## src/design/cpuam_pkg.sv

```systemverilog
// Shared modes, states, constants and decode helpers for the address decoder
package cpuam_pkg;

  // Operand addressing modes, short and long forms
  typedef enum logic [4:0] {
    AM_INH      = 5'h00,
    AM_IMM      = 5'h01,
    AM_DIR_S    = 5'h02,
    AM_DIR_L    = 5'h03,
    AM_IDX0     = 5'h04,
    AM_IDX_S    = 5'h05,
    AM_IDX_L    = 5'h06,
    AM_IND_S    = 5'h07,
    AM_IND_L    = 5'h08,
    AM_INDIDX_S = 5'h09,
    AM_INDIDX_L = 5'h0a,
    AM_REL_D    = 5'h0b,
    AM_REL_I    = 5'h0c,
    AM_BIT_D    = 5'h0d,
    AM_BIT_I    = 5'h0e,
    AM_BITREL_D = 5'h0f,
    AM_BITREL_I = 5'h10
  } cpuam_mode_t;

  // Fetch sequencer, Gray coded along the usual path
  typedef enum logic [2:0] {
    ST_IDLE  = 3'b000,
    ST_OPND1 = 3'b001,
    ST_OPND2 = 3'b011,
    ST_PTR1  = 3'b010,
    ST_PTR2  = 3'b110,
    ST_DONE  = 3'b111
  } cpuam_state_t;

  localparam logic [7:0]  CPUAM_PFX_ALT_INDEX   = 8'h90;
  localparam logic [7:0]  CPUAM_PFX_ALT_IND_IDX = 8'h91;
  localparam logic [7:0]  CPUAM_PFX_INDIRECT    = 8'h92;
  localparam logic [7:0]  CPUAM_PAGE_ZERO_HI    = 8'h00;
  localparam logic [15:0] CPUAM_RST_ADDR        = 16'h0000;
  localparam logic [7:0]  CPUAM_RST_BYTE        = 8'h00;
  localparam logic [15:0] CPUAM_ONE             = 16'h0001;
  localparam logic [15:0] CPUAM_TWO             = 16'h0002;
  localparam logic [7:0]  CPUAM_ONE_B           = 8'h01;
  localparam logic [1:0]  CPUAM_LEN_0           = 2'h0;
  localparam logic [1:0]  CPUAM_LEN_1           = 2'h1;
  localparam logic [1:0]  CPUAM_LEN_2           = 2'h2;

  // Forms that reach the whole 64 Kbyte space
  function automatic logic am_is_long(input cpuam_mode_t m);
    am_is_long = (m == AM_DIR_L) || (m == AM_IDX_L) ||
                 (m == AM_IND_L) || (m == AM_INDIDX_L);
  endfunction

  // Forms with two bytes after the opcode
  function automatic logic am_two_bytes(input cpuam_mode_t m);
    am_two_bytes = (m == AM_DIR_L) || (m == AM_IDX_L) ||
                   (m == AM_BITREL_D) || (m == AM_BITREL_I);
  endfunction

  // Forms that read a pointer from page zero
  function automatic logic am_uses_ptr(input cpuam_mode_t m);
    am_uses_ptr = (m == AM_IND_S) || (m == AM_IND_L) ||
                  (m == AM_INDIDX_S) || (m == AM_INDIDX_L) ||
                  (m == AM_REL_I) || (m == AM_BIT_I) ||
                  (m == AM_BITREL_I);
  endfunction

  // Forms whose pointer is a word
  function automatic logic am_word_ptr(input cpuam_mode_t m);
    am_word_ptr = (m == AM_IND_L) || (m == AM_INDIDX_L);
  endfunction

endpackage

```

## src/design/cpuam_decoder.sv

```systemverilog
// Addressing mode decoder: prefix handling, operand fetch, address forming
`timescale 1ns/10ps
// How it works
// - Seventeen addressing modes in seven groups are decoded and sequenced.
// - Short forms reach page zero, short indexed ones up to 1FE; long forms reach all 64 Kbytes.
// - Memory-to-memory operations with a long form are flagged illegal.
// - Inherent mode fetches no byte after the opcode.
// - Immediate mode fetches one byte and hands it out as operand.
// - Short direct uses the one byte after the opcode as address.
// - Long direct uses the two bytes after the opcode as address.
// - Indexed address is the unsigned sum of index and offset.
// - Indexed without offset uses the index register alone.
// - Short indexed adds a one-byte offset, reaching up to 1FE.
// - Long indexed adds a two-byte offset to the index register.
// - Indirect modes read the effective address at the pointer.
// - Short indirect reads a byte pointer from page zero.
// - Long indirect forms read a word pointer from page zero.
// - Indirect indexed adds index register to the pointer value.
// - Short indirect indexed adds index to a byte pointer, to 1FE.
// - Relative modes add a signed 8-bit offset to the program counter.
// - Prefix 90 swaps the first index register for the second.
// - Prefix 92 turns direct forms and the offset indexed forms into indirect ones.
// - Prefix 91 gives indirect indexed with the second index register.
module cpuam_decoder
  import cpuam_pkg::*;
(
  input  wire logic        sys_clk_i,
  input  wire logic        nrst_i,
  input  wire logic        start_i,
  input  wire logic [4:0]  mode_i,
  input  wire logic [7:0]  prefix_i,
  input  wire logic        mem_op_i,
  input  wire logic [15:0] pc_i,
  input  wire logic [7:0]  x_i,
  input  wire logic [7:0]  y_i,
  output logic             mem_req_o,
  output logic [15:0]      mem_addr_o,
  input  wire logic [7:0]  mem_rdata_i,
  input  wire logic        mem_ack_i,
  output logic             busy_o,
  output logic             done_o,
  output logic             illegal_o,
  output logic             use_y_o,
  output logic [4:0]       mode_o,
  output logic [15:0]      ea_o,
  output logic [15:0]      target_o,
  output logic [7:0]       operand_o,
  output logic [1:0]       len_o
);

  // Prefix translation of the mode the opcode implies
  function automatic cpuam_mode_t prefix_remap(input cpuam_mode_t m,
                                               input logic [7:0] p);
    prefix_remap = m;
    if (p == CPUAM_PFX_INDIRECT) begin
      case (m)
        AM_DIR_S:    prefix_remap = AM_IND_S;
        AM_DIR_L:    prefix_remap = AM_IND_L;
        AM_REL_D:    prefix_remap = AM_REL_I;
        AM_BIT_D:    prefix_remap = AM_BIT_I;
        AM_BITREL_D: prefix_remap = AM_BITREL_I;
        AM_IDX_S:    prefix_remap = AM_INDIDX_S;
        AM_IDX_L:    prefix_remap = AM_INDIDX_L;
        default:     prefix_remap = m;
      endcase
    end else if (p == CPUAM_PFX_ALT_IND_IDX) begin
      case (m)
        AM_IDX_S:    prefix_remap = AM_INDIDX_S;
        AM_IDX_L:    prefix_remap = AM_INDIDX_L;
        default:     prefix_remap = m;
      endcase
    end
  endfunction

  cpuam_state_t state_r;
  cpuam_state_t state_nxt;
  cpuam_mode_t  req_mode;
  cpuam_mode_t  eff_mode;
  cpuam_mode_t  mode_r;
  logic         is_x_indexed;
  logic         is_ind_idx;
  logic         sel_y;
  logic         long_bad;
  logic         no_fetch;
  logic         accept;
  logic         take_b1;
  logic         take_b2;
  logic         take_p1;
  logic         take_p2;
  logic [7:0]   idx_r;
  logic [15:0]  pc_r;
  logic [7:0]   b1_r;
  logic [7:0]   b2_r;
  logic [7:0]   p1_r;
  logic [7:0]   p2_r;
  logic         bad_r;
  logic         use_y_r;
  logic [15:0]  calc_ea;
  logic [15:0]  calc_target;
  logic [1:0]   calc_len;
  logic [15:0]  ea_r;
  logic [15:0]  target_r;
  logic [7:0]   operand_r;
  logic [1:0]   len_r;
  logic         done_r;
  logic         illegal_r;
  logic [4:0]   mode_out_r;
  logic         use_y_out_r;
  logic [15:0]  pc_next;
  logic [7:0]   b1_next;
  logic [15:0]  addr_nxt;
  logic [15:0]  addr_r;

  assign req_mode     = cpuam_mode_t'(mode_i);
  assign eff_mode     = prefix_remap(req_mode, prefix_i);
  assign is_x_indexed = (eff_mode == AM_IDX0) || (eff_mode == AM_IDX_S) ||
                        (eff_mode == AM_IDX_L);
  assign is_ind_idx   = (eff_mode == AM_INDIDX_S) ||
                        (eff_mode == AM_INDIDX_L);
  // Only the index holder changes; the offset path stays the same
  assign sel_y        = ((prefix_i == CPUAM_PFX_ALT_INDEX) && is_x_indexed)
                        || ((prefix_i == CPUAM_PFX_ALT_IND_IDX) &&
                        is_ind_idx);
  // Rejected before any fetch so no bus cycle is wasted
  assign long_bad     = mem_op_i && am_is_long(eff_mode);
  assign no_fetch     = (eff_mode == AM_INH) ||
                        (eff_mode == AM_IDX0);
  assign accept       = (state_r == ST_IDLE) && start_i;

  assign take_b1      = (state_r == ST_OPND1) && mem_ack_i;
  assign take_b2      = (state_r == ST_OPND2) && mem_ack_i;
  assign take_p1      = (state_r == ST_PTR1) && mem_ack_i;
  assign take_p2      = (state_r == ST_PTR2) && mem_ack_i;

  // Bus request holds until acknowledged
  assign mem_req_o    = (state_r == ST_OPND1) || (state_r == ST_OPND2) ||
                        (state_r == ST_PTR1) || (state_r == ST_PTR2);

  // Address is formed one edge ahead from what the regs will hold next
  assign pc_next      = accept ? pc_i : pc_r;
  assign b1_next      = take_b1 ? mem_rdata_i : b1_r;

  // Pointer and its second byte stay in page zero; the low byte wraps
  always_comb begin
    case (state_nxt)
      ST_OPND1: addr_nxt = pc_next;
      ST_OPND2: addr_nxt = pc_next + CPUAM_ONE;
      ST_PTR1:  addr_nxt = {CPUAM_PAGE_ZERO_HI, b1_next};
      ST_PTR2:  addr_nxt = {CPUAM_PAGE_ZERO_HI,
                            b1_next + CPUAM_ONE_B};
      default:  addr_nxt = CPUAM_RST_ADDR;
    endcase
  end

  // Registered so the memory never sees decode glitches on the address
  always_ff @(posedge sys_clk_i or negedge nrst_i) begin
    if (!nrst_i)
      addr_r <= CPUAM_RST_ADDR;
    else
      addr_r <= addr_nxt;
  end

  always_comb begin
    state_nxt = state_r;
    case (state_r)
      ST_IDLE: begin
        if (start_i) begin
          if (long_bad || no_fetch)
            state_nxt = ST_DONE;
          else
            state_nxt = ST_OPND1;
        end
      end
      ST_OPND1: begin
        if (mem_ack_i) begin
          if (am_two_bytes(mode_r))
            state_nxt = ST_OPND2;
          else if (am_uses_ptr(mode_r))
            state_nxt = ST_PTR1;
          else
            state_nxt = ST_DONE;
        end
      end
      ST_OPND2: begin
        if (mem_ack_i) begin
          if (am_uses_ptr(mode_r))
            state_nxt = ST_PTR1;
          else
            state_nxt = ST_DONE;
        end
      end
      ST_PTR1: begin
        if (mem_ack_i) begin
          if (am_word_ptr(mode_r))
            state_nxt = ST_PTR2;
          else
            state_nxt = ST_DONE;
        end
      end
      ST_PTR2: begin
        if (mem_ack_i)
          state_nxt = ST_DONE;
      end
      ST_DONE:  state_nxt = ST_IDLE;
      default:  state_nxt = ST_IDLE;
    endcase
  end

  always_ff @(posedge sys_clk_i or negedge nrst_i) begin
    if (!nrst_i)
      state_r <= ST_IDLE;
    else
      state_r <= state_nxt;
  end

  // Request capture; the core must hold pc and index steady only here
  always_ff @(posedge sys_clk_i or negedge nrst_i) begin
    if (!nrst_i) begin
      mode_r  <= AM_INH;
      idx_r   <= CPUAM_RST_BYTE;
      pc_r    <= CPUAM_RST_ADDR;
      bad_r   <= 1'b0;
      use_y_r <= 1'b0;
    end else if (accept) begin
      mode_r  <= eff_mode;
      idx_r   <= sel_y ? y_i : x_i;
      pc_r    <= pc_i;
      bad_r   <= long_bad;
      use_y_r <= sel_y;
    end
  end

  // Fetched bytes; stale bytes of unused slots are harmless
  always_ff @(posedge sys_clk_i or negedge nrst_i) begin
    if (!nrst_i) begin
      b1_r <= CPUAM_RST_BYTE;
      b2_r <= CPUAM_RST_BYTE;
      p1_r <= CPUAM_RST_BYTE;
      p2_r <= CPUAM_RST_BYTE;
    end else begin
      if (take_b1)
        b1_r <= mem_rdata_i;
      if (take_b2)
        b2_r <= mem_rdata_i;
      if (take_p1)
        p1_r <= mem_rdata_i;
      if (take_p2)
        p2_r <= mem_rdata_i;
    end
  end

  cpuam_ea_calc u_ea_calc (
    .mode_i   (mode_r),
    .idx_i    (idx_r),
    .pc_i     (pc_r),
    .b1_i     (b1_r),
    .b2_i     (b2_r),
    .p1_i     (p1_r),
    .p2_i     (p2_r),
    .ea_o     (calc_ea),
    .target_o (calc_target),
    .len_o    (calc_len)
  );

  // Results stand from the done pulse until the next completion
  always_ff @(posedge sys_clk_i or negedge nrst_i) begin
    if (!nrst_i) begin
      ea_r        <= CPUAM_RST_ADDR;
      target_r    <= CPUAM_RST_ADDR;
      operand_r   <= CPUAM_RST_BYTE;
      len_r       <= CPUAM_LEN_0;
      illegal_r   <= 1'b0;
      mode_out_r  <= AM_INH;
      use_y_out_r <= 1'b0;
    end else if (state_r == ST_DONE) begin
      ea_r        <= bad_r ? CPUAM_RST_ADDR : calc_ea;
      target_r    <= bad_r ? CPUAM_RST_ADDR : calc_target;
      operand_r   <= (mode_r == AM_IMM) ? b1_r : CPUAM_RST_BYTE;
      len_r       <= bad_r ? CPUAM_LEN_0 : calc_len;
      illegal_r   <= bad_r;
      mode_out_r  <= mode_r;
      use_y_out_r <= use_y_r;
    end
  end

  always_ff @(posedge sys_clk_i or negedge nrst_i) begin
    if (!nrst_i)
      done_r <= 1'b0;
    else
      done_r <= (state_r == ST_DONE);
  end

  assign busy_o    = (state_r != ST_IDLE);
  assign mem_addr_o = addr_r;
  assign done_o    = done_r;
  assign illegal_o = illegal_r;
  assign use_y_o   = use_y_out_r;
  assign mode_o    = mode_out_r;
  assign ea_o      = ea_r;
  assign target_o  = target_r;
  assign operand_o = operand_r;
  assign len_o     = len_r;

endmodule // cpuam_decoder

```

## src/design/cpuam_ea_calc.sv

```systemverilog
// Effective address, branch target and operand length from fetched bytes
`timescale 1ns/10ps
module cpuam_ea_calc
  import cpuam_pkg::*;
(
  input  wire logic        [4:0]  mode_i,
  input  wire logic        [7:0]  idx_i,
  input  wire logic        [15:0] pc_i,
  input  wire logic        [7:0]  b1_i,
  input  wire logic        [7:0]  b2_i,
  input  wire logic        [7:0]  p1_i,
  input  wire logic        [7:0]  p2_i,
  output logic             [15:0] ea_o,
  output logic             [15:0] target_o,
  output logic             [1:0]  len_o
);

  cpuam_mode_t m;
  logic [15:0] zp_b1;
  logic [15:0] zp_p1;
  logic [15:0] zp_idx;
  logic [15:0] wd_b;
  logic [15:0] wd_p;
  logic [15:0] rel_off;

  assign m       = cpuam_mode_t'(mode_i);
  assign zp_b1   = {CPUAM_PAGE_ZERO_HI, b1_i};
  assign zp_p1   = {CPUAM_PAGE_ZERO_HI, p1_i};
  assign zp_idx  = {CPUAM_PAGE_ZERO_HI, idx_i};
  assign wd_b    = {b1_i, b2_i};
  assign wd_p    = {p1_i, p2_i};
  // Offset source: direct after opcode, via pointer, or second byte
  assign rel_off = (m == AM_REL_D) ? {{8{b1_i[7]}}, b1_i} :
                   (m == AM_REL_I) ? {{8{p1_i[7]}}, p1_i} :
                                     {{8{b2_i[7]}}, b2_i};

  always_comb begin
    ea_o     = CPUAM_RST_ADDR;
    target_o = CPUAM_RST_ADDR;
    len_o    = CPUAM_LEN_1;
    case (m)
      AM_INH:      len_o = CPUAM_LEN_0;
      AM_IMM:      len_o = CPUAM_LEN_1;
      AM_DIR_S:    ea_o  = zp_b1;
      AM_DIR_L: begin
        ea_o  = wd_b;
        len_o = CPUAM_LEN_2;
      end
      AM_IDX0: begin
        ea_o  = zp_idx;
        len_o = CPUAM_LEN_0;
      end
      AM_IDX_S:    ea_o  = zp_b1 + zp_idx;
      AM_IDX_L: begin
        // Carry out of bit 15 is dropped on purpose
        ea_o  = wd_b + zp_idx;
        len_o = CPUAM_LEN_2;
      end
      AM_IND_S:    ea_o  = zp_p1;
      AM_IND_L:    ea_o  = wd_p;
      AM_INDIDX_S: ea_o  = zp_p1 + zp_idx;
      AM_INDIDX_L: ea_o  = wd_p + zp_idx;
      AM_REL_D,
      AM_REL_I: begin
        ea_o     = zp_b1;
        target_o = pc_i + CPUAM_ONE + rel_off;
      end
      AM_BIT_D:    ea_o  = zp_b1;
      AM_BIT_I:    ea_o  = zp_p1;
      AM_BITREL_D,
      AM_BITREL_I: begin
        ea_o     = (m == AM_BITREL_D) ? zp_b1 : zp_p1;
        target_o = pc_i + CPUAM_TWO + rel_off;
        len_o    = CPUAM_LEN_2;
      end
      default: begin
        ea_o     = CPUAM_RST_ADDR;
        target_o = CPUAM_RST_ADDR;
        len_o    = CPUAM_LEN_0;
      end
    endcase
  end

endmodule // cpuam_ea_calc

```

## config.mk

```make
export PLATFORM = sky130hd
export DESIGN_NAME = cpuam_decoder
export DESIGN_NICKNAME = d
export VERILOG_FILES = /design/src/design/cpuam_pkg.sv /design/src/design/cpuam_decoder.sv /design/src/design/cpuam_ea_calc.sv
export SDC_FILE = /design/constraint.sdc
export NUM_CORES = 1
export LEC_CHECK = 0
export ABC_AREA = 1
export BUFFER_PORTS_ARGS = -buffer_cell sky130_fd_sc_hd__buf_2
export CORE_AREA = 2 2 124 216
export CTS_CLUSTER_DIAMETER = 200
export DETAILED_ROUTE_END_ITERATION = 6
export DIE_AREA = 0 0 126 218
export PLACE_DENSITY = 0.62
export SYNTH_ARGS = -nofsm -noshare
export SYNTH_HDL_FRONTEND = slang
export SYNTH_SLANG_ARGS = --single-unit
```

## constraint.sdc

```tcl
create_clock -name sys_clk_i -period 8 [get_ports sys_clk_i]
set_input_delay 2 -clock sys_clk_i [delete_from_list [all_inputs] [get_ports sys_clk_i]]
set_output_delay 2 -clock sys_clk_i [all_outputs]
set_load 0.01 [all_outputs]
```

==> results of run 1 <==
## stage by stage
stage	hold slack, ps	instance area, µm²
after floorplan	450.8	9873
after global placement	460.7	10780
after detailed placement	461.5	10780
after CTS	475.8	11390
after global routing	495.9	11390
final	475.4	11390
## flip-flops by register name (all words and copies together), names as in the netlist, 8 cells and up
register	flops
b1_r	8
b2_r	8
ea_o	16
idx_r	8
mem_addr_o	16
operand_o	8
p1_r	8
p2_r	8
pc_r	16
target_o	16
## path summary, 6_finish.rpt
kind | to | slack [ps] | depth (start not counted) | start
setup / recovery | target_o[12] | 3770 | 20 | mode_r[0]
hold / removal | operand_o[4] | 480 | 2 | operand_o[4]
setup reg to reg | target_o[12] | 3770 | 20 | mode_r[0]
hold reg to reg | operand_o[4] | 480 | 2 | operand_o[4]
max in group asynchronous | ea_o[3] | 5140 | 2 | nrst_i
min in group asynchronous | idx_r[6] | 1590 | 1 | nrst_i
## per-layer routing
metal,vias up,share of wire,global-route usage
met3,145,0.035,0.03705
met2,296,0.53,0.4622
met4,0,0.090,0.2081
li1,4745,-,-
met5,-,0,0
met1,4475,0.34,0.2406
## area by class of cell
class / instances / area (µm²) / share of cell area
flip-flops and latches: 132 / 3303 / 0.2900
multi-input cells: 1008 / 5615 / 0.4930
well taps: 320 / 400.4 / 0.03515
clock buffers: 20 / 456.7 / 0.04009
clock inverters: 11 / 151.4 / 0.01329
inverters: 209 / 787.0 / 0.06909
repair buffers: 131 / 676.9 / 0.05942
## power groups by stage
stage	Combinational, mW	Sequential [mW]	Clock, mW
floorplan	2.48	1.19	0
global placement	3.50	1.27	0
detailed placement	3.53	1.27	0
CTS	3.54	1.26	0.838
global route	4.01	1.29	0.869
finish	3.56	1.27	0.828
## critical path, stage by stage, from the launching register on
cell	delay, ps
dfrtp_1	510
nand2_1	150
nor2_1	140
inv_2	70
nor2_2	190
inv_2	160
a21oi_2	500
inv_1	410
fa_1	650
nor2_1	230
nand2_1	70
o21ai_0	210
nand2_1	100
a31oi_1	210
nand3_1	130
nand2_1	80
nand2_1	50
nand3_1	60
nand2_1	50
nand2_1	70
nand2_1	50
## kinds of logic after synthesis
group / Yosys count / synth area share
flip-flops: 132 / 0.3346
XOR/XNOR: 15 / 0.01407
adder cells (fa/ha/maj): 65 / 0.09454
buffers and inverters: 241 / 0.09669
AO/OA/AOI/OAI: 296 / 0.1763
AND/OR/NAND/NOR: 632 / 0.2839
## cells in the final DEF (no fill, tap or decap), drive strengths merged, types with 5 or more instances in the layout
cell and n:
a21oi 53, fa 16, nor3 21, clkinv 6, clkbuf 20, nand3b 5, inv 210, or2 23
a22o 17, nor2 129, buf 131, xor2 13, o211ai 12, nand3 93, ha 49, dfrtp 132
nand4 13, o21ai 173, nand2 342, o22ai 14
==> summary.txt, run 1 <==
status = finished clean
fin crit share = 0.5286
Ys Warns = 0
Setup crit start kind = flip-flop
Clock Latency Late Sink = 460 ps
post-synthesis area per instance = 7.149 µm²
largest net degree at the start of global routing = 76
Final Hold Viols = 0
Die Area = 27470 µm²
total number of vias = 9661
Max-Cap Viols = 0
total track usage = 0.2502
sequential share of power = 0.224
pwr dens = 495.9 nW/µm²
Seq/Total Area, Yosys = 0.3346
Crit Path Category = reg -> reg
fraction of layout cells with a size suffix above 1 = 0.1635
CTS tree = yes
final worst-path setup slack = 3771 ps
CTS resizes = 0
RSZ-0062 raised after global routing = no
Synth Cell Area = 9873 µm²
Final Critical Period = 4229 ps
Rel. slew slack = 0.2109
Synthesized Nets = 1504
setup violators final = 0
final net count = 1622
Post-synth EDFFs = 0
Post-synth top flop = dfrtp_1
total grt overflow = 0
Switch Pwr = 2.991 mW
Die Wd = 126 µm
P&R area growth vs syn = 15.37%
Power Total = 5.649 mW
clock network power share = 0.147
Async SR Flop Fraction = 1.000
Initial Util = 0.3832
# IOs = 126
RD Place Congestion = 0.9505
TritonCTS Buffers = 17
WL/cell = 18.42 µm
clock sinks = 132
top cells by area, synth = dfrtp_1, nand2_1, o21ai_0
Commonest cells post-synth = nand2_1, inv_1, o21ai_0, dfrtp_1, nor2_1
Leakage Power = 6.000 nW
worst-margin pin slew = 1175 ps
global-route wire length before repair = 52140 µm
arrival time at the worst endpoint = 4570 ps
via/cell ratio = 5.276
antenna viol nets, final = 0
HP Class = reg -> reg
Slew Viols, Final = 0
Yosys reg bits = 132
CP required = 8340 ps
Chip Height = 218 µm
Peak VDD IR = 0.0002038 V
Rows = 78
Syn Inst Count = 1381
drt first pass iters = 5
TNS Setup = 0 ps
Setup crit end kind = flip-flop
Root Buffer = clkbuf_16
Remaining DRCs = 0
final wirelength = 33730 µm
Antenna Cells = 0
clk buf depth = 2
Int Power = 2.658 mW
Net Sw Frac = 0.5295
cell with the most instances after synthesis = nand2_1
Yosys top cell area share = 0.3346
post-synthesis cell type count = 56
vias in the first global route = 9771
Layout fillers = 2740
dpl ws = 3484 ps
H-tree lvl count = 4
CORE AREA = 25760 µm²
CP max FO = 15
power share of the combinational group = 0.629
Final Util = 0.4421
antenna violations before repair = 0
Layout Skew = 12.21 ps
Synth area leader = dfrtp_1
PortBufs = 125
Iter 0 DRT Violations = 630
post-route insts no fill = 1831
post-cts hold buffer count = 0
clk slew on worst S/H paths = 60 ps
placed insts = 1800
setup bufs post-CTS = 0
f_max = 0.2365 GHz
dpl hpwl = 26860 µm
No activity file was read; power rests on OpenSTA's default activity.
==> run 2: changes to the inputs <==
- clock period: 8 -> 4.1 ns (I/O delays scaled with it)
==> run 2 against run 1 <==
Hold slack worse by 2.4 ps. Final area is 1.2% higher. Sequential power grew 93%. Count of clock-buffer cells in the layout down 1. Clock skew fell by 2.4 ps. Routed wire length up 2.7%. Register-to-register slack lost 3500 ps. Final cell count increased by 0.93%. Clock power increased by 88%. Critical path type unchanged. Highest routed layer unchanged.
==> summary.txt, run 2 (synthesis results as in run 1) <==
status = finished clean
Antenna Cells = 0
R2R setup slack = 320 ps
clk buf depth = 2
CP required = 4430 ps
Max-Cap Viols = 0
fraction of layout cells with a size suffix above 1 = 0.1780
Die Wd = 126 µm
dpl hpwl = 27750 µm
PortBufs = 125
Rows = 78
final net count = 1638
commonest cells after routing, fill and taps aside = nand2_1, inv_1, o21ai_0
commonest non-fill, non-tap cell in the layout = nand2_1
total number of vias = 9878
Die Area = 27470 µm²
setup violators final = 0
Power Total = 11.19 mW
Slew Viols, Final = 0
fin crit share = 0.9231
worst hold start = target_o[11]
Setup crit end kind = flip-flop
Layout Skew = 9.844 ps
HP Class = reg -> reg
RSZ-0062 raised after global routing = yes
Root Buffer = clkbuf_16
Final Hold Viols = 0
Leakage Power = 6.068 nW
TritonCTS Buffers = 17
antenna violations before repair = 0
worst-margin pin slew = 930.3 ps
CORE AREA = 25760 µm²
via/cell ratio = 5.345
Setup crit start kind = flip-flop
Crit Path Category = reg -> reg
total grt overflow = 0
Clock Latency Late Sink = 440 ps
P&R area growth vs syn = 16.77%
clk slew on worst S/H paths = 70 ps
Initial Util = 0.3832
Remaining DRCs = 0
RD Place Congestion = 1.006
total track usage = 0.2563
drt first pass iters = 5
CTS tree = yes
arrival time at the worst endpoint = 4110 ps
Final Critical Period = 3785 ps
Setup crit start = mode_r[3]
Iter 0 DRT Violations = 770
H-tree lvl count = 4
global-route wire length before repair = 53200 µm
Rel. slew slack = 0.3638
vias in the first global route = 9823
# IOs = 126
final wirelength = 34620 µm
WL/cell = 18.73 µm
pwr dens = 971.0 nW/µm²
Chip Height = 218 µm
Reg2Reg Launch Point = mode_r[3]
f_max = 0.2642 GHz
Peak VDD IR = 0.0003885 V
CP max FO = 8
Final Util = 0.4475
antenna viol nets, final = 0
largest net degree at the start of global routing = 75
clock sinks = 132
run 2: changes by cell type in the layout (fill, tap and decap cells not counted), moves of 2 or more:
| cell | previous run | this run |
|---|---|---|
| buf_4 | 6 | 22 |
| o21ai_0 | 144 | 138 |
| clkinvlp_4 | 1 | 3 |
| o21ai_1 | 23 | 29 |
| dfrtp_2 | 0 | 3 |
| nor2_1 | 118 | 116 |
| dfrtp_1 | 132 | 129 |
run 2: cell type report:
| class | instances | area (µm²) |
|---|---|---|
| fill | 2729 | 14240 |
| multi-input combinational | 1008 | 5632 |
| sequential | 132 | 3307 |
| timing repair buffer | 147 | 797.0 |
| inverter | 209 | 790.8 |
| clock buffer | 19 | 452.9 |
| tap | 320 | 400.4 |
| clock inverter | 13 | 148.9 |
run 2: path summary, 6_finish.rpt:
path | endpoint | cells after the start
setup / recovery | target_o[10] | 21
hold / removal | target_o[11] | 1
setup reg to reg | target_o[10] | 21
hold reg to reg | target_o[11] | 1
max in group asynchronous | pc_r[7] | 2
min in group asynchronous | mem_addr_o[7] | 1
run 2: timing repair:
item,CTS,global route
setup endpoints to repair,0,8
hold endpoints to repair,0,0
gates resized for setup,0,14
hold buffers,0,0
buffers inserted,0,5
run 2: metal layers:
layer | track usage | vias to the layer above | routed length (µm)
met1 | 0.2471 | 4592 | 11670
met3 | 0.03754 | 150 | 1334
met5 | 0 | - | 0
li1 | - | 4789 | -
met4 | 0.2187 | 0 | 3266
met2 | 0.4703 | 347 | 18350
run 2: worst max-delay path, cell delays in order (launching register included):
cell and delay [ps]:
dfrtp_2 410, nand2_1 90, inv_1 100, nand2_1 110, nor2_4 170, clkinvlp_4 190
buf_4 190, o211ai_1 150, o21ai_0 190, inv_1 100, ha_1 190, inv_1 70
fa_1 590, o21ai_0 120, a21oi_1 130, o21ai_1 100, nand2_1 100, a31oi_2 100
or2_2 280, nand3_1 70, a21oi_1 70, a21o_1 160
run 2: per-stage QoR:
step	instance area (µm²)	TNS, ps	cells	hold slack (ps)	worst slack [ps]
after floorplan	9873	0	1381	450.8	609.2
after global placement	10870	0	1811	461.1	357.6
after detailed placement	10870	0	1811	461.3	263.1
after CTS	11470	0	1843	477.0	251.9
after global routing	11530	-32.94	1848	486.6	-32.94
final	11530	0	1848	473.0	315.2
run 2: where the power goes:
group          internal (mW)  total [mW]  switching (mW)
Combinational           2.43        7.18            4.75
Sequential              1.86        2.45           0.589
Clock                  0.935        1.56           0.625
==> run 3: changes to the inputs <==
- CORE_AREA: 2 2 124 216 -> 2 2 126 220
- CTS_CLUSTER_SIZE: not set -> 10
- DIE_AREA: 0 0 126 218 -> 0 0 128 222
- SYNTH_HIERARCHICAL: not set -> 1
==> run 3 against run 2 <==
Total power grew 3.5%. Non-clock buffer count decreased by 8. Clock skew barely moved. Die area is 3.5% higher. Utilization barely moved. Maximum frequency is 1.1% higher. Hold slack better by 10 ps. Combinational power rose by 5.2%. Sequential power down 2%. Highest routed layer unchanged.
==> summary.txt, run 3 <==
Int Power = 5.346 mW
setup bufs post-CTS = 0
via/cell ratio = 5.366
Slew Viols, Final = 0
antenna violations before repair = 1
Switch Pwr = 6.236 mW
CTS tree = yes
status = finished clean
Chip Height = 222 µm
Ys Warns = 6
P&R area growth vs syn = 15.89%
largest net degree at the start of global routing = 90
crit path capture = target_o[5]
Clock Latency Late Sink = 450 ps
setup violators final = 0
fraction of layout cells with a size suffix above 1 = 0.1634
Peak VDD IR = 0.0004375 V
top cells by area, synth = dfrtp_1, nand2_1, inv_1
total grt overflow = 0
total track usage = 0.2578
cell with the most instances after synthesis = nand2_1
CORE AREA = 26490 µm²
sequential share of power = 0.208
most numerous cell on the critical path = inv_1
Die Area = 28420 µm²
RD Place Congestion = 0.9801
RSZ-0062 raised after global routing = no
crit-path cells = nand2_1 > inv_1 > nand3_4 > o211ai_1 > o21ai_0 > ha_1 > inv_1 > ha_1 > fa_1 > inv_1 > o21bai_1 > or2_2 > nand3_1 > o21ai_0 > a22o_1
vias in the first global route = 10289
drt first pass iters = 5
Reg2Reg Depth = 15
Remaining DRCs = 0
Die Wd = 128 µm
arrival time at the worst endpoint = 4080 ps
dpl hpwl = 28670 µm
Reg2Reg Launch Point = mode_r[3]
clock sinks = 132
Power Total = 11.58 mW
total number of vias = 10314
reg-to-reg endpoint = target_o[5]
post-synthesis cell type count = 51
pwr dens = 977.6 nW/µm²
PortBufs = 125
TritonCTS Buffers = 17
final wirelength = 35720 µm
HP Class = reg -> reg
Synth area leader = dfrtp_1
Synth Cell Area = 10220 µm²
clock network power share = 0.140
worst-margin pin slew = 870.7 ps
Setup crit start kind = flip-flop
clk buf depth = 2
Initial Util = 0.3859
Seq/Total Area, Yosys = 0.3231
fin crit share = 0.9132
Post-synth EDFFs = 0
Setup crit end kind = flip-flop
Leakage Power = 6.284 nW
Iter 0 DRT Violations = 685
critical path's slowest cell = dfrtp_1
post-synthesis area per instance = 7.012 µm²
Yosys reg bits = 132
Final Util = 0.4472
slowest stage delay, CP = 500 ps
Rows = 79
Async SR Flop Fraction = 1.000
Root Buffer = clkbuf_16
Yosys top cell area share = 0.3231
CP max FO = 15
Max-Cap Viols = 0
Commonest cells post-synth = nand2_1, inv_1, o21ai_0, dfrtp_1, nand3_1
Post-synth top flop = dfrtp_1
Crit Path Category = reg -> reg
# IOs = 126
Final Hold Viols = 0
global-route wire length before repair = 55430 µm
Setup crit start = mode_r[3]
Rel. slew slack = 0.4195
Syn Inst Count = 1458
f_max = 0.2671 GHz
CP required = 4440 ps
final net count = 1703
H-tree lvl count = 4
Synthesized Nets = 1577
TNS Setup = 0 ps
Layout Skew = 10.07 ps
commonest cells after routing, fill and taps aside = nand2_1, inv_1, o21ai_0
clk slew on worst S/H paths = 60 ps
power share of the combinational group = 0.652
commonest non-fill, non-tap cell in the layout = nand2_1
WL/cell = 18.58 µm
Net Sw Frac = 0.5385
antenna viol nets, final = 0
R2R setup slack = 360 ps
Layout fillers = 2852
Final Critical Period = 3744 ps
run 3: cell count changes in the layout (fill, tap and decap cells not counted), sizes merged, moves of 13 or more:
cell	delta
nor2	-28
nand2	+56
a22o	+17
nand3	+26
nand4	+13
inv	+20
o21ai	-18
run 3: worst min-delay path by stage:
stage / start / end / slack [ps] / depth (start not counted)
2_1_floorplan: bad_r / bad_r / 450 / 2
3_3_place_gp: b2_r[3] / b2_r[3] / 470 / 2
3_5_place_dp: operand_o[0] / operand_o[0] / 470 / 2
4_1_cts: operand_o[0] / operand_o[0] / 490 / 2
5_1_grt: mode_o[4] / mode_o[4] / 510 / 2
6_report: mode_o[1] / mode_o[1] / 480 / 2
run 3: per-stage QoR:
| stage | instances | worst slack, ps | instance area, µm² | hold WS, ps |
|---|---|---|---|---|
| floorplan | 1458 | 730.3 | 10220 | 450.5 |
| CTS | 1921 | 166.7 | 11840 | 488.3 |
| global placement | 1889 | 271.4 | 11220 | 469.1 |
| finish | 1922 | 355.8 | 11850 | 483.0 |
| detailed placement | 1889 | 174.1 | 11220 | 472.6 |
| global route | 1922 | 37.85 | 11850 | 511.2 |
run 3: per-layer routing:
metal	share of wire	routed length, µm	up-vias	GRT usage
met5	0	0	-	0
met4	0.084	3016	0	0.2035
met3	0.034	1215	146	0.03620
met2	0.54	19150	324	0.4768
met1	0.35	12340	4773	0.2498
li1	-	-	5071	-
run 3: critical path: cells and delay by family, from the launching register on:
kind | cells | cell delay, ps
buffers and inverters | 3 | 330
adders and majority gates | 3 | 1110
and+or+nand+nor | 4 | 720
AOI/OAI and AO/OA | 5 | 970
DFF | 1 | 500
run 3: power groups by stage:
stage	logic [mW]	clock network [mW]	registers, mW
floorplan	5.18	0	2.34
global placement	7.40	0	2.42
detailed placement	7.47	0	2.43
CTS	7.51	1.66	2.41
global route	8.47	1.71	2.47
finish	7.55	1.62	2.41
run 3: cell families after synthesis:
logic type / after synthesis / share of synthesized area
fa+ha+maj: 61 / 0.08493
xor+xnor: 11 / 0.009423
simple gates: 692 / 0.3087
buf+inv: 256 / 0.09840
compound gates: 306 / 0.1755
flops: 132 / 0.3231
run 3: final cells by class:
class / count / area (µm²) / area share
multi-input cells: 1070 / 5924 / 0.5001
repair buffers: 139 / 749.5 / 0.06326
well taps: 324 / 405.4 / 0.03422
clock inverters: 15 / 192.7 / 0.01626
clock buffers: 17 / 425.4 / 0.03591
flip-flops and latches: 132 / 3304 / 0.2789
diodes: 1 / 2.502 / 0.0002112
inverters: 224 / 843.3 / 0.07118
run 3: repair_timing:
action / in CTS / in global routing
endpoints found under the setup margin: 0 / 7
gates resized for setup: 0 / 3
hold buffers: 0 / 0
